### config.mk
export PLATFORM = sky130hd
export DESIGN_NAME = oscillator_select_control
export DESIGN_NICKNAME = d
export VERILOG_FILES = /design/src/shared/osc_select_pkg.sv /design/src/hdl/oscillator_select_control.sv /design/src/hdl/settle_timer.sv
export SDC_FILE = /design/constraint.sdc
export NUM_CORES = 1
export LEC_CHECK = 0
export ABC_CLOCK_PERIOD_IN_PS = 3310
export BUFFER_PORTS_ARGS = -buffer_cell sky130_fd_sc_hd__buf_2
export CORE_UTILIZATION = 25
export CTS_BUF_LIST = sky130_fd_sc_hd__clkbuf_4 sky130_fd_sc_hd__clkbuf_8
export CTS_CLUSTER_DIAMETER = 80
export DETAILED_ROUTE_END_ITERATION = 8
export GPL_TIMING_DRIVEN = 0
export PLACE_DENSITY_LB_ADDON = 0.12
export SLEW_MARGIN = 0
export SYNTH_ARGS = -nofsm -noshare
export SYNTH_HDL_FRONTEND = slang
export SYNTH_SLANG_ARGS = --single-unit
### constraint.sdc
create_clock -name sys_clk -period 3.31 [get_ports sys_clk]
set_clock_uncertainty 0.1 [all_clocks]
set_input_delay 0.331 -clock sys_clk [delete_from_list [all_inputs] [get_ports sys_clk]]
set_output_delay 0.331 -clock sys_clk [all_outputs]
set_load 0.005 [all_outputs]
### src/shared/osc_select_pkg.sv
package osc_select_pkg;
   // ==========================================================
   // Peripheral access
   // ==========================================================
   localparam logic [7:0] periph_id_osc = 8'h04;
   localparam int addr_width = 8;
   localparam int data_width = 8;

   // ==========================================================
   // Register offsets
   // ==========================================================
   localparam logic [7:0] off_general_control = 8'h00;
   localparam logic [7:0] off_internal_osc = 8'h01;
   localparam logic [7:0] off_crystal_osc = 8'h02;

   // ==========================================================
   // Field positions
   // ==========================================================
   localparam int bit_source_select = 0;
   localparam int bit_reset_on_change = 1;
   localparam int bit_internal_enable = 0;
   localparam int bit_internal_slow = 1;
   localparam int bit_crystal_enable = 0;
   localparam int bit_crystal_bias = 1;

   // ==========================================================
   // Reset values
   // ==========================================================
   localparam logic rst_reset_on_change = 1'h0;
   localparam logic rst_internal_slow = 1'h0;
   localparam logic rst_internal_enable = 1'h1;
   localparam logic rst_crystal_bias = 1'h1;
   localparam logic rst_crystal_enable = 1'h1;
   localparam logic [7:0] reserved_read = 8'h00;

   // ==========================================================
   // Timing
   // ==========================================================
   localparam int clk_period_ns = 8;
   localparam int settle_time_ns = 2000;
   localparam int settle_cycles = (settle_time_ns + clk_period_ns - 1) / clk_period_ns;

   // Tile reset sequencer states
   typedef enum logic [1:0] {
      st_run = 2'b00,
      st_hold = 2'b01,
      st_settle = 2'b10
   } tile_state_t;
endpackage

### src/hdl/oscillator_select_control.sv
`timescale 1ns/1ps
// What this block does
// Registers reached only by byte reads and writes on peripheral four.
// General bit 0 picks crystal (0) or on-silicon (1); resets to strap.
// General bit 1, reset 0, makes source change reset the tile.
// On-silicon bit 1, reset 0, picks fast 20 MHz or slow 31,250 Hz.
// On-silicon bit 0, reset 1; clearing stops that oscillator.
// Crystal bit 1, reset 1; clearing turns off the crystal bias.
// Crystal bit 0, reset 1; clearing stops the crystal oscillator.
// Bits 7:2 reserved, read as zero, writes ignored.
// Triggered tile reset holds until the new clock has settled.
module oscillator_select_control #(
   parameter int settle_count = osc_select_pkg::settle_cycles
) (
   input wire logic sys_clk,
   input wire logic rst,
   input wire logic source_strap,
   input wire logic periph_sel,
   input wire logic [7:0] periph_id,
   input wire logic periph_wr,
   input wire logic periph_rd,
   input wire logic periph_byte,
   input wire logic [osc_select_pkg::addr_width-1:0] periph_addr,
   input wire logic [osc_select_pkg::data_width-1:0] periph_wdata,
   output logic [osc_select_pkg::data_width-1:0] periph_rdata,
   output logic periph_ack,
   output logic periph_err,
   output logic source_select,
   output logic internal_osc_enable,
   output logic internal_osc_slow,
   output logic crystal_osc_enable,
   output logic crystal_bias_enable,
   output logic tile_reset
);
   // ==========================================================
   // Access decode
   // ==========================================================
   logic hit;
   logic acc_ok;
   logic wr_ok;
   logic rd_ok;
   logic strap_pending_reg;
   logic strap_pending_next;

   // Only byte accesses aimed at this peripheral are accepted
   assign hit = periph_sel && (periph_id == osc_select_pkg::periph_id_osc);
   assign acc_ok = hit && periph_byte;
   assign wr_ok = acc_ok && periph_wr;
   assign rd_ok = acc_ok && periph_rd;

   function automatic logic addr_is(input logic [7:0] a, input logic [7:0] off);
      addr_is = (a == off);
   endfunction

   // ==========================================================
   // Control registers
   // ==========================================================
   logic source_reg, source_next;
   logic reset_on_change_reg, reset_on_change_next;
   logic internal_slow_reg, internal_slow_next;
   logic internal_en_reg, internal_en_next;
   logic crystal_bias_reg, crystal_bias_next;
   logic crystal_en_reg, crystal_en_next;

   // Writes touch only bits 1:0; upper bits have no storage
   always_comb begin
      source_next = source_reg;
      reset_on_change_next = reset_on_change_reg;
      internal_slow_next = internal_slow_reg;
      internal_en_next = internal_en_reg;
      crystal_bias_next = crystal_bias_reg;
      crystal_en_next = crystal_en_reg;
      strap_pending_next = 1'b0;
      if (strap_pending_reg) begin
         // Strap caught on the first clock after reset release
         source_next = source_strap;
      end else if (wr_ok) begin
         if (addr_is(periph_addr, osc_select_pkg::off_general_control)) begin
            source_next = periph_wdata[osc_select_pkg::bit_source_select];
            reset_on_change_next = periph_wdata[osc_select_pkg::bit_reset_on_change];
         end
         if (addr_is(periph_addr, osc_select_pkg::off_internal_osc)) begin
            internal_slow_next = periph_wdata[osc_select_pkg::bit_internal_slow];
            internal_en_next = periph_wdata[osc_select_pkg::bit_internal_enable];
         end
         if (addr_is(periph_addr, osc_select_pkg::off_crystal_osc)) begin
            crystal_bias_next = periph_wdata[osc_select_pkg::bit_crystal_bias];
            crystal_en_next = periph_wdata[osc_select_pkg::bit_crystal_enable];
         end
      end
   end

   always_ff @(posedge sys_clk or posedge rst) begin
      if (rst) begin
         strap_pending_reg <= 1'b1;
         source_reg <= 1'b0;
         reset_on_change_reg <= osc_select_pkg::rst_reset_on_change;
         internal_slow_reg <= osc_select_pkg::rst_internal_slow;
         internal_en_reg <= osc_select_pkg::rst_internal_enable;
         crystal_bias_reg <= osc_select_pkg::rst_crystal_bias;
         crystal_en_reg <= osc_select_pkg::rst_crystal_enable;
      end else begin
         strap_pending_reg <= strap_pending_next;
         source_reg <= source_next;
         reset_on_change_reg <= reset_on_change_next;
         internal_slow_reg <= internal_slow_next;
         internal_en_reg <= internal_en_next;
         crystal_bias_reg <= crystal_bias_next;
         crystal_en_reg <= crystal_en_next;
      end
   end

   assign source_select = source_reg;
   assign internal_osc_enable = internal_en_reg;
   assign internal_osc_slow = internal_slow_reg;
   assign crystal_osc_enable = crystal_en_reg;
   assign crystal_bias_enable = crystal_bias_reg;

   // ==========================================================
   // Read path
   // ==========================================================
   logic [7:0] rdata_reg, rdata_next;
   logic ack_reg, ack_next;
   logic err_reg, err_next;

   // Reserved bits read as zero; unmapped offsets read zero with error
   always_comb begin
      rdata_next = osc_select_pkg::reserved_read;
      ack_next = acc_ok && (periph_wr || periph_rd);
      err_next = hit && (periph_wr || periph_rd) && (!periph_byte || periph_addr > osc_select_pkg::off_crystal_osc);
      if (rd_ok) begin
         if (addr_is(periph_addr, osc_select_pkg::off_general_control)) begin
            rdata_next[osc_select_pkg::bit_source_select] = source_reg;
            rdata_next[osc_select_pkg::bit_reset_on_change] = reset_on_change_reg;
         end
         if (addr_is(periph_addr, osc_select_pkg::off_internal_osc)) begin
            rdata_next[osc_select_pkg::bit_internal_slow] = internal_slow_reg;
            rdata_next[osc_select_pkg::bit_internal_enable] = internal_en_reg;
         end
         if (addr_is(periph_addr, osc_select_pkg::off_crystal_osc)) begin
            rdata_next[osc_select_pkg::bit_crystal_bias] = crystal_bias_reg;
            rdata_next[osc_select_pkg::bit_crystal_enable] = crystal_en_reg;
         end
      end
   end

   always_ff @(posedge sys_clk or posedge rst) begin
      if (rst) begin
         rdata_reg <= osc_select_pkg::reserved_read;
         ack_reg <= 1'b0;
         err_reg <= 1'b0;
      end else begin
         rdata_reg <= rdata_next;
         ack_reg <= ack_next;
         err_reg <= err_next;
      end
   end

   assign periph_rdata = rdata_reg;
   assign periph_ack = ack_reg;
   assign periph_err = err_reg;

   // ==========================================================
   // Tile reset sequencer
   // ==========================================================
   osc_select_pkg::tile_state_t state_reg, state_next;
   logic change_trigger;
   logic timer_load;
   logic timer_done;
   logic tile_reset_reg, tile_reset_next;

   // Software change only; the strap capture is not a change
   assign change_trigger = !strap_pending_reg && reset_on_change_reg && (source_next != source_reg);
   assign timer_load = change_trigger;

   // A new change during the wait restarts the settle time
   always_comb begin
      state_next = state_reg;
      tile_reset_next = tile_reset_reg;
      case (state_reg)
         osc_select_pkg::st_run: begin
            if (change_trigger) begin
               state_next = osc_select_pkg::st_hold;
               tile_reset_next = 1'b1;
            end
         end
         osc_select_pkg::st_hold: begin
            state_next = osc_select_pkg::st_settle;
         end
         osc_select_pkg::st_settle: begin
            if (timer_done) begin
               state_next = osc_select_pkg::st_run;
               tile_reset_next = 1'b0;
            end
         end
         default: begin
            state_next = osc_select_pkg::st_run;
            tile_reset_next = 1'b0;
         end
      endcase
   end

   always_ff @(posedge sys_clk or posedge rst) begin
      if (rst) begin
         state_reg <= osc_select_pkg::st_run;
         tile_reset_reg <= 1'b0;
      end else begin
         state_reg <= state_next;
         tile_reset_reg <= tile_reset_next;
      end
   end

   assign tile_reset = tile_reset_reg;

   settle_timer #(
      .count_width(16)
   ) u_settle (
      .sys_clk(sys_clk),
      .rst(rst),
      .load(timer_load),
      .load_value(16'(settle_count)),
      .done(timer_done)
   );
endmodule

### src/hdl/settle_timer.sv
`timescale 1ns/1ps
// ==========================================================
// Down counter for clock settle time
// ==========================================================
module settle_timer #(
   parameter int count_width = 16
) (
   input wire logic sys_clk,
   input wire logic rst,
   input wire logic load,
   input wire logic [count_width-1:0] load_value,
   output logic done
);
   logic [count_width-1:0] count_reg;
   logic [count_width-1:0] count_next;

   // Load wins over counting so a new change restarts the wait
   always_comb begin
      count_next = count_reg;
      if (load) begin
         count_next = load_value;
      end else if (count_reg != '0) begin
         count_next = count_reg - count_width'(1);
      end
   end

   always_ff @(posedge sys_clk or posedge rst) begin
      if (rst) begin
         count_reg <= '0;
      end else begin
         count_reg <= count_next;
      end
   end

   assign done = (count_reg == '0) && !load;
endmodule

; After elaboration in Yosys (flattened, before gate mapping)
; Index checks and enable logic that the tools add are counted.
[totals]
register_bits = 30
in_bits = 31
n_memories = 0
word_cells = 65
latchBits = 0
mem_bits_rw = 0
out_inout_bits = 16
mem_bits_ro = 0
[classes]
n_bitwise = 2
n_reduce_logical = 25
eq_ne = 8
n_mul = 0
n_shift = 0
magnitude_cmp = 1
add_sub_neg = 1
muxes = 15
div = 0
[op_table]
columns = op, count
row1 = 16-bit two-way mux, 2
row2 = 16-bit logical NOT, 1
row3 = 16-bit nonzero test, 1
row4 = "16-bit by 1-bit subtractor with 16-bit output, second input constant", 1
row5 = 2-bit two-way mux, 6
row6 = 3-bit AND reduction, 4
row7 = 1-bit logical AND, 10
row8 = "8-bit by 1-bit == test with 1-bit output, second input constant", 1
row9 = "8-bit by 2-bit == test with 1-bit output, second input constant", 1
row10 = "8-bit by 3-bit == test with 1-bit output, second input constant", 1
row11 = "8-bit by 2-bit > comparator with 1-bit output, second input constant", 1
row12 = 8-bit logical NOT, 1
row13 = 2-bit one-hot mux with 3 select lines, 1
row14 = 1-bit two-way mux, 5
row15 = 1-bit logical NOT, 3
row16 = 1-bit one-hot mux with 3 select lines, 1
row17 = "2-bit by 1-bit == test with 1-bit output, second input constant", 1
row18 = "2-bit == test, second input constant", 1
row19 = 2-bit logical NOT, 1
row20 = 1-bit logical OR, 2
row21 = "2-bit by 1-bit != test with 1-bit output, second input constant", 1
row22 = "2-bit != test, second input constant", 1
row23 = 1-bit inverter, 2
row24 = 2-bit AND reduction, 1
row25 = other kinds (2), 2

; Depth between registers and ports, before layout
[depth]
ltp_word = 12
depth_mapped = 8
depth_no_buf = 6

; Hierarchy
; From an unflattened synthesis, not the netlist that was laid out.
[hier_totals]
cells_unflattened = 179
area_unflattened_um2 = 1800.5
[by_module_without_submodules]
columns = module, n_inst, seq_area_each_um2, cells_per_inst, area_per_inst_um2
row1 = settle_timer, 1, 400.4, 102, 979.7
row2 = oscillator_select_control, 1, 355.3, 77, 820.8

; Worst setup path after synthesis
; Ideal clock, no wire load.
[synth_timing]
path_type = reg-to-reg
start = reg u_settle.count_reg[9]
end = reg u_settle.count_reg[12]
required_time_ns = 3.136
t_arrival_ns = 2.003
period_less_slack_ns = 2.176
setup_ns = 0.074
path_stages_with_launch = 6
path_buffers = 1
slack_ns = 1.134
cell_sequence = dfrtp_1 or4_4 or4_1 buf_2 or3_1 a21oi_2
[synth_between]
elab_chain_len = 3
word_cells_on_any_way = 5
classes_between = add/sub (1) / mux (2) / reduce/logical (2)
[synth_rtl]
columns = element, line_no
row1 = "start, declared", settle_timer.sv:14  ; logic [count_width-1:0] count_reg;
row2 = "start signal, assigned", settle_timer.sv:31  ; count_reg <= count_next;
row3 = 16-bit by 1-bit subtractor with 16-bit output, settle_timer.sv:23  ; count_next = count_reg - count_width'(1);
row4 = 16-bit two-way mux, settle_timer.sv:22  ; end else if (count_reg != '0) begin
row5 = 16-bit two-way mux, settle_timer.sv:20  ; if (load) begin
; Parallel ways exist; a longest one is shown, timed or not. The select of a mux whose other input is x is not followed.
; A chain may end at the register's enable or synchronous reset.

; Worst setup path after layout
[layout_timing]
start = reg u_settle.count_reg[9]
end = reg state_reg[1]
[layout_between]
elab_chain_len = 4
[layout_rtl]
columns = element, line_no
row1 = 16-bit logical NOT, settle_timer.sv:35  ; assign done = (count_reg == '0) && !load;
row2 = 1-bit logical AND, settle_timer.sv:35
row3 = 2-bit != test (no source line), n/a
row4 = 2-bit AND reduction (no source line), n/a
row5 = "end signal, assigned", oscillator_select_control.sv:205  ; state_reg <= osc_select_pkg::st_run;
row6 = "end signal, assigned", oscillator_select_control.sv:208  ; state_reg <= state_next;
row7 = "end, declared", oscillator_select_control.sv:166  ; osc_select_pkg::tile_state_t state_reg, state_next;
; Every way passes these cells.

==> metrics.txt <==
register cell area after layout=756 um2; CTS tree=yes; aggregate negative setup slack=0 ns; top-area cell type share of the netlist area=0.377; worst supply voltage drop on vdd=~140 uV; count of nets left with antenna violations after detail routing=0; kind of path behind the tightest hold check=input port to flip-flop; maximum capacitance violations=0; count of antenna diodes in the layout=0; final core utilization=0.329; number of placed instances with taps included=300; pwr dens=approximately 340 mW/mm2; level count of the clock H-tree=2; kind of capture point of the worst setup path=flip-flop; final setup margin=approximately 1.0 ns; area growth from synthesis to layout=23.9%; count of flip-flops with a built-in enable after synthesis=0; Final setup violation count=0; arrival time of the worst setup path=~2.3 ns; Largest register FFs=16; CP Class=flip-flop to flip-flop; drt total wl=between 4 and 5 mm; root buffer cell=sky130_fd_sc_hd__clkbuf_8; number of register bits inferred by synthesis=30; total number of vias=about 1.5k; Post-Synthesis Cell Area=0.00173 mm2; ports placed on the boundary=47; number of DRC violations after detailed-routing iteration 0=81; routability congestion estimate from global placement=~0.7; clk_lat worst skew=0.28 ns; total clock buffers created by CTS=5; sum of overflow across all layers after global routing=0; outcome=complete, no violations; number of global-route vias before repair=approximately 1.4k; layout filler cell count=680; leakage dissipation=slightly above 0.0009 uW; synthesized instance count=roughly 180; startpoint types=flip-flop; worst slew slack as a fraction of its limit=0.412; clock slew at reported path FFs=~0.06 ns; detailed placement HPWL=2.94 mm; Slew Viols, Final=0; final worst path period share=0.691; cell types with the highest counts after synthesis=sky130_fd_sc_hd__dfrtp_1 (26), sky130_fd_sc_hd__a21oi_1 (15), sky130_fd_sc_hd__inv_1 (10), sky130_fd_sc_hd__o21ai_0 (10), sky130_fd_sc_hd__nor3_1 (9); wire length of the first global-routing pass=a little under 7 mm; input/output buffers=33; largest net degree at the start of global routing=31; sequential cell area fraction in the yosys report=0.438; share of cells above drive strength 1=0.266; die width=85.1 um; Std-Cell Rows=29; Synth Flop Type=sky130_fd_sc_hd__dfrtp_1; final count of hold timing violations=0; number of library cell types mapped by synthesis=45; yosys warns=0; buffer levels on the longest clock path=2; final-stage net count=264; RSZ-0062 raised after global routing=no; global-route usage over all layers=0.121; Tightest Pin Transition=0.870 ns; Vert. Die Dim=85.1 um; r2r setup slk=just over 1 ns; routed length per placed instance=between 10 and 15 um; number of detailed-routing iterations run before antenna repair=4; Synth Area per Inst=between 9 and 10 um2; initial standard-cell utilization of the core=0.266; Multi-input gate area=883 um2; Die ar.=roughly 0.0072 mm2; cell taking the most area after synthesis=sky130_fd_sc_hd__dfrtp_1; fraction of synthesis flops using an asynchronous set or reset pin=1.00; setup slack at placement=between 0.8 and 0.9 ns; core outline area=around 0.0065 mm2; leading cell types by total area after synthesis=sky130_fd_sc_hd__dfrtp_1 (38%), sky130_fd_sc_hd__dfstp_2 (6.1%), sky130_fd_sc_hd__a21oi_1 (4.3%); number of non-filler instances in the completed layout=310; post-detailed-route DRC marker count=0; highest achievable clock rate=approximately 440 MHz; antenna violations before repair=0; number of vias per cell=~4.8; time the final worst path needs with I/O delays and setup=between 2 and 2.5 ns; leading cell type by number of instances after synthesis=sky130_fd_sc_hd__dfrtp_1; top fanout value on the critical path=10; required arrival time at the worst endpoint=approximately 3.4 ns; CTS sink count=30
cell type report:
cell class,instances,share of cell area
tap,77,0.0450
clock buffer,8,0.0427
timing repair buffer,35,0.0947
inverter,10,0.0175
sequential,30,0.353
multi-input combinational,137,0.413
buffer,13,0.0339
cells by family (layout without fill, tap and decap cells):
| group | after synthesis | in the layout | share of synthesized area |
|---|---|---|---|
| simple gates | 72 | 72 | 0.249 |
| fa+ha+maj | 1 | 1 | 0.00725 |
| other cells | 1 | 7 | 0.00217 |
| buf+inv | 23 | 66 | 0.0638 |
| xor+xnor | 2 | 2 | 0.0101 |
| mux | 9 | 9 | 0.0558 |
| compound gates | 46 | 46 | 0.174 |
| flops | 30 | 30 | 0.438 |
worst max-delay path, stage by stage (launching register included):
cell and delay (ns):
sky130_fd_sc_hd__dfrtp_1 0.42, sky130_fd_sc_hd__or4_4 0.58, sky130_fd_sc_hd__or4_1 0.46, sky130_fd_sc_hd__buf_2 0.19, sky130_fd_sc_hd__a211oi_1 0.27, sky130_fd_sc_hd__o21ai_0 0.14
metrics by stage:
step	area, um2	power [uW]	hold WS [ns]
floorplan	1750	403	0.319
global placement	2010	426	0.398
detailed placement	2010	427	0.414
CTS	2100	745	0.167
global route	2140	773	0.178
finish	2140	734	0.171
placed cells by master, fill, tap and decap left out, types with 3 or more instances in the layout:
cell / synthesis / final
sky130_fd_sc_hd__nand2_1: 7 / 7
sky130_fd_sc_hd__clkbuf_1: 6 / 6
sky130_fd_sc_hd__dfrtp_1: 26 / 26
sky130_fd_sc_hd__mux2i_1: 4 / 4
sky130_fd_sc_hd__a21oi_1: 15 / 15
sky130_fd_sc_hd__nor4_1: 6 / 6
sky130_fd_sc_hd__nor2_1: 8 / 8
sky130_fd_sc_hd__inv_1: 10 / 9
sky130_fd_sc_hd__clkbuf_8: 0 / 5
sky130_fd_sc_hd__nand2b_1: 6 / 6
sky130_fd_sc_hd__conb_1: 1 / 7
sky130_fd_sc_hd__a21boi_0: 3 / 3
sky130_fd_sc_hd__o21ai_0: 10 / 10
sky130_fd_sc_hd__nand3_1: 4 / 4
sky130_fd_sc_hd__mux2_2: 5 / 5
sky130_fd_sc_hd__and3_1: 3 / 3
sky130_fd_sc_hd__clkbuf_4: 0 / 3
sky130_fd_sc_hd__nor2b_1: 6 / 6
sky130_fd_sc_hd__nor3_1: 9 / 9
sky130_fd_sc_hd__and4_1: 4 / 4
sky130_fd_sc_hd__or4_1: 5 / 5
sky130_fd_sc_hd__buf_2: 1 / 34
sky130_fd_sc_hd__or3_1: 4 / 4
sky130_fd_sc_hd__dfstp_2: 4 / 4
sky130_fd_sc_hd__buf_4: 6 / 6
per-layer routing:
layer,up-vias,wire (um),GRT usage
met5,-,0,0
met4,0,40,0.0370
met3,6,215,0.0438
met2,33,1780,0.191
met1,675,2010,0.156
li1,771,-,-
timing repair:
item	4_1_cts	5_1_grt
hold endpoints to repair	0	6
resized for setup	0	0
endpoints found under the setup margin	0	0
hold buffers	0	1
setup buffers	0	0
worst paths after layout:
check / depth (start not counted) / end / from
max in group asynchronous: 4 / u_settle.count_reg[3]$_DFFE_PP0P_ / rst
min in group asynchronous: 3 / periph_ack$_DFF_PP0_ / rst
hold reg to reg: 1 / state_reg[0]$_DFFE_PP0P_ / state_reg[1]$_DFFE_PP0P_
setup reg to reg: 5 / state_reg[1]$_DFFE_PP0P_ / u_settle.count_reg[9]$_DFFE_PP0P_
hold / removal: 2 / source_select$_DFF_PP0_ / source_strap
setup / recovery: 5 / state_reg[1]$_DFFE_PP0P_ / u_settle.count_reg[9]$_DFFE_PP0P_
report_power, final:
part | leakage, uW | total (uW) | internal (uW) | switching (uW)
sequential | 0.000353 | 372 | 369 | 2.55
combinational | 0.000509 | 52.2 | 25.9 | 26.4
clock | 0.0000498 | 310 | 174 | 136
Note: power is estimated with default switching activity, not from simulation.
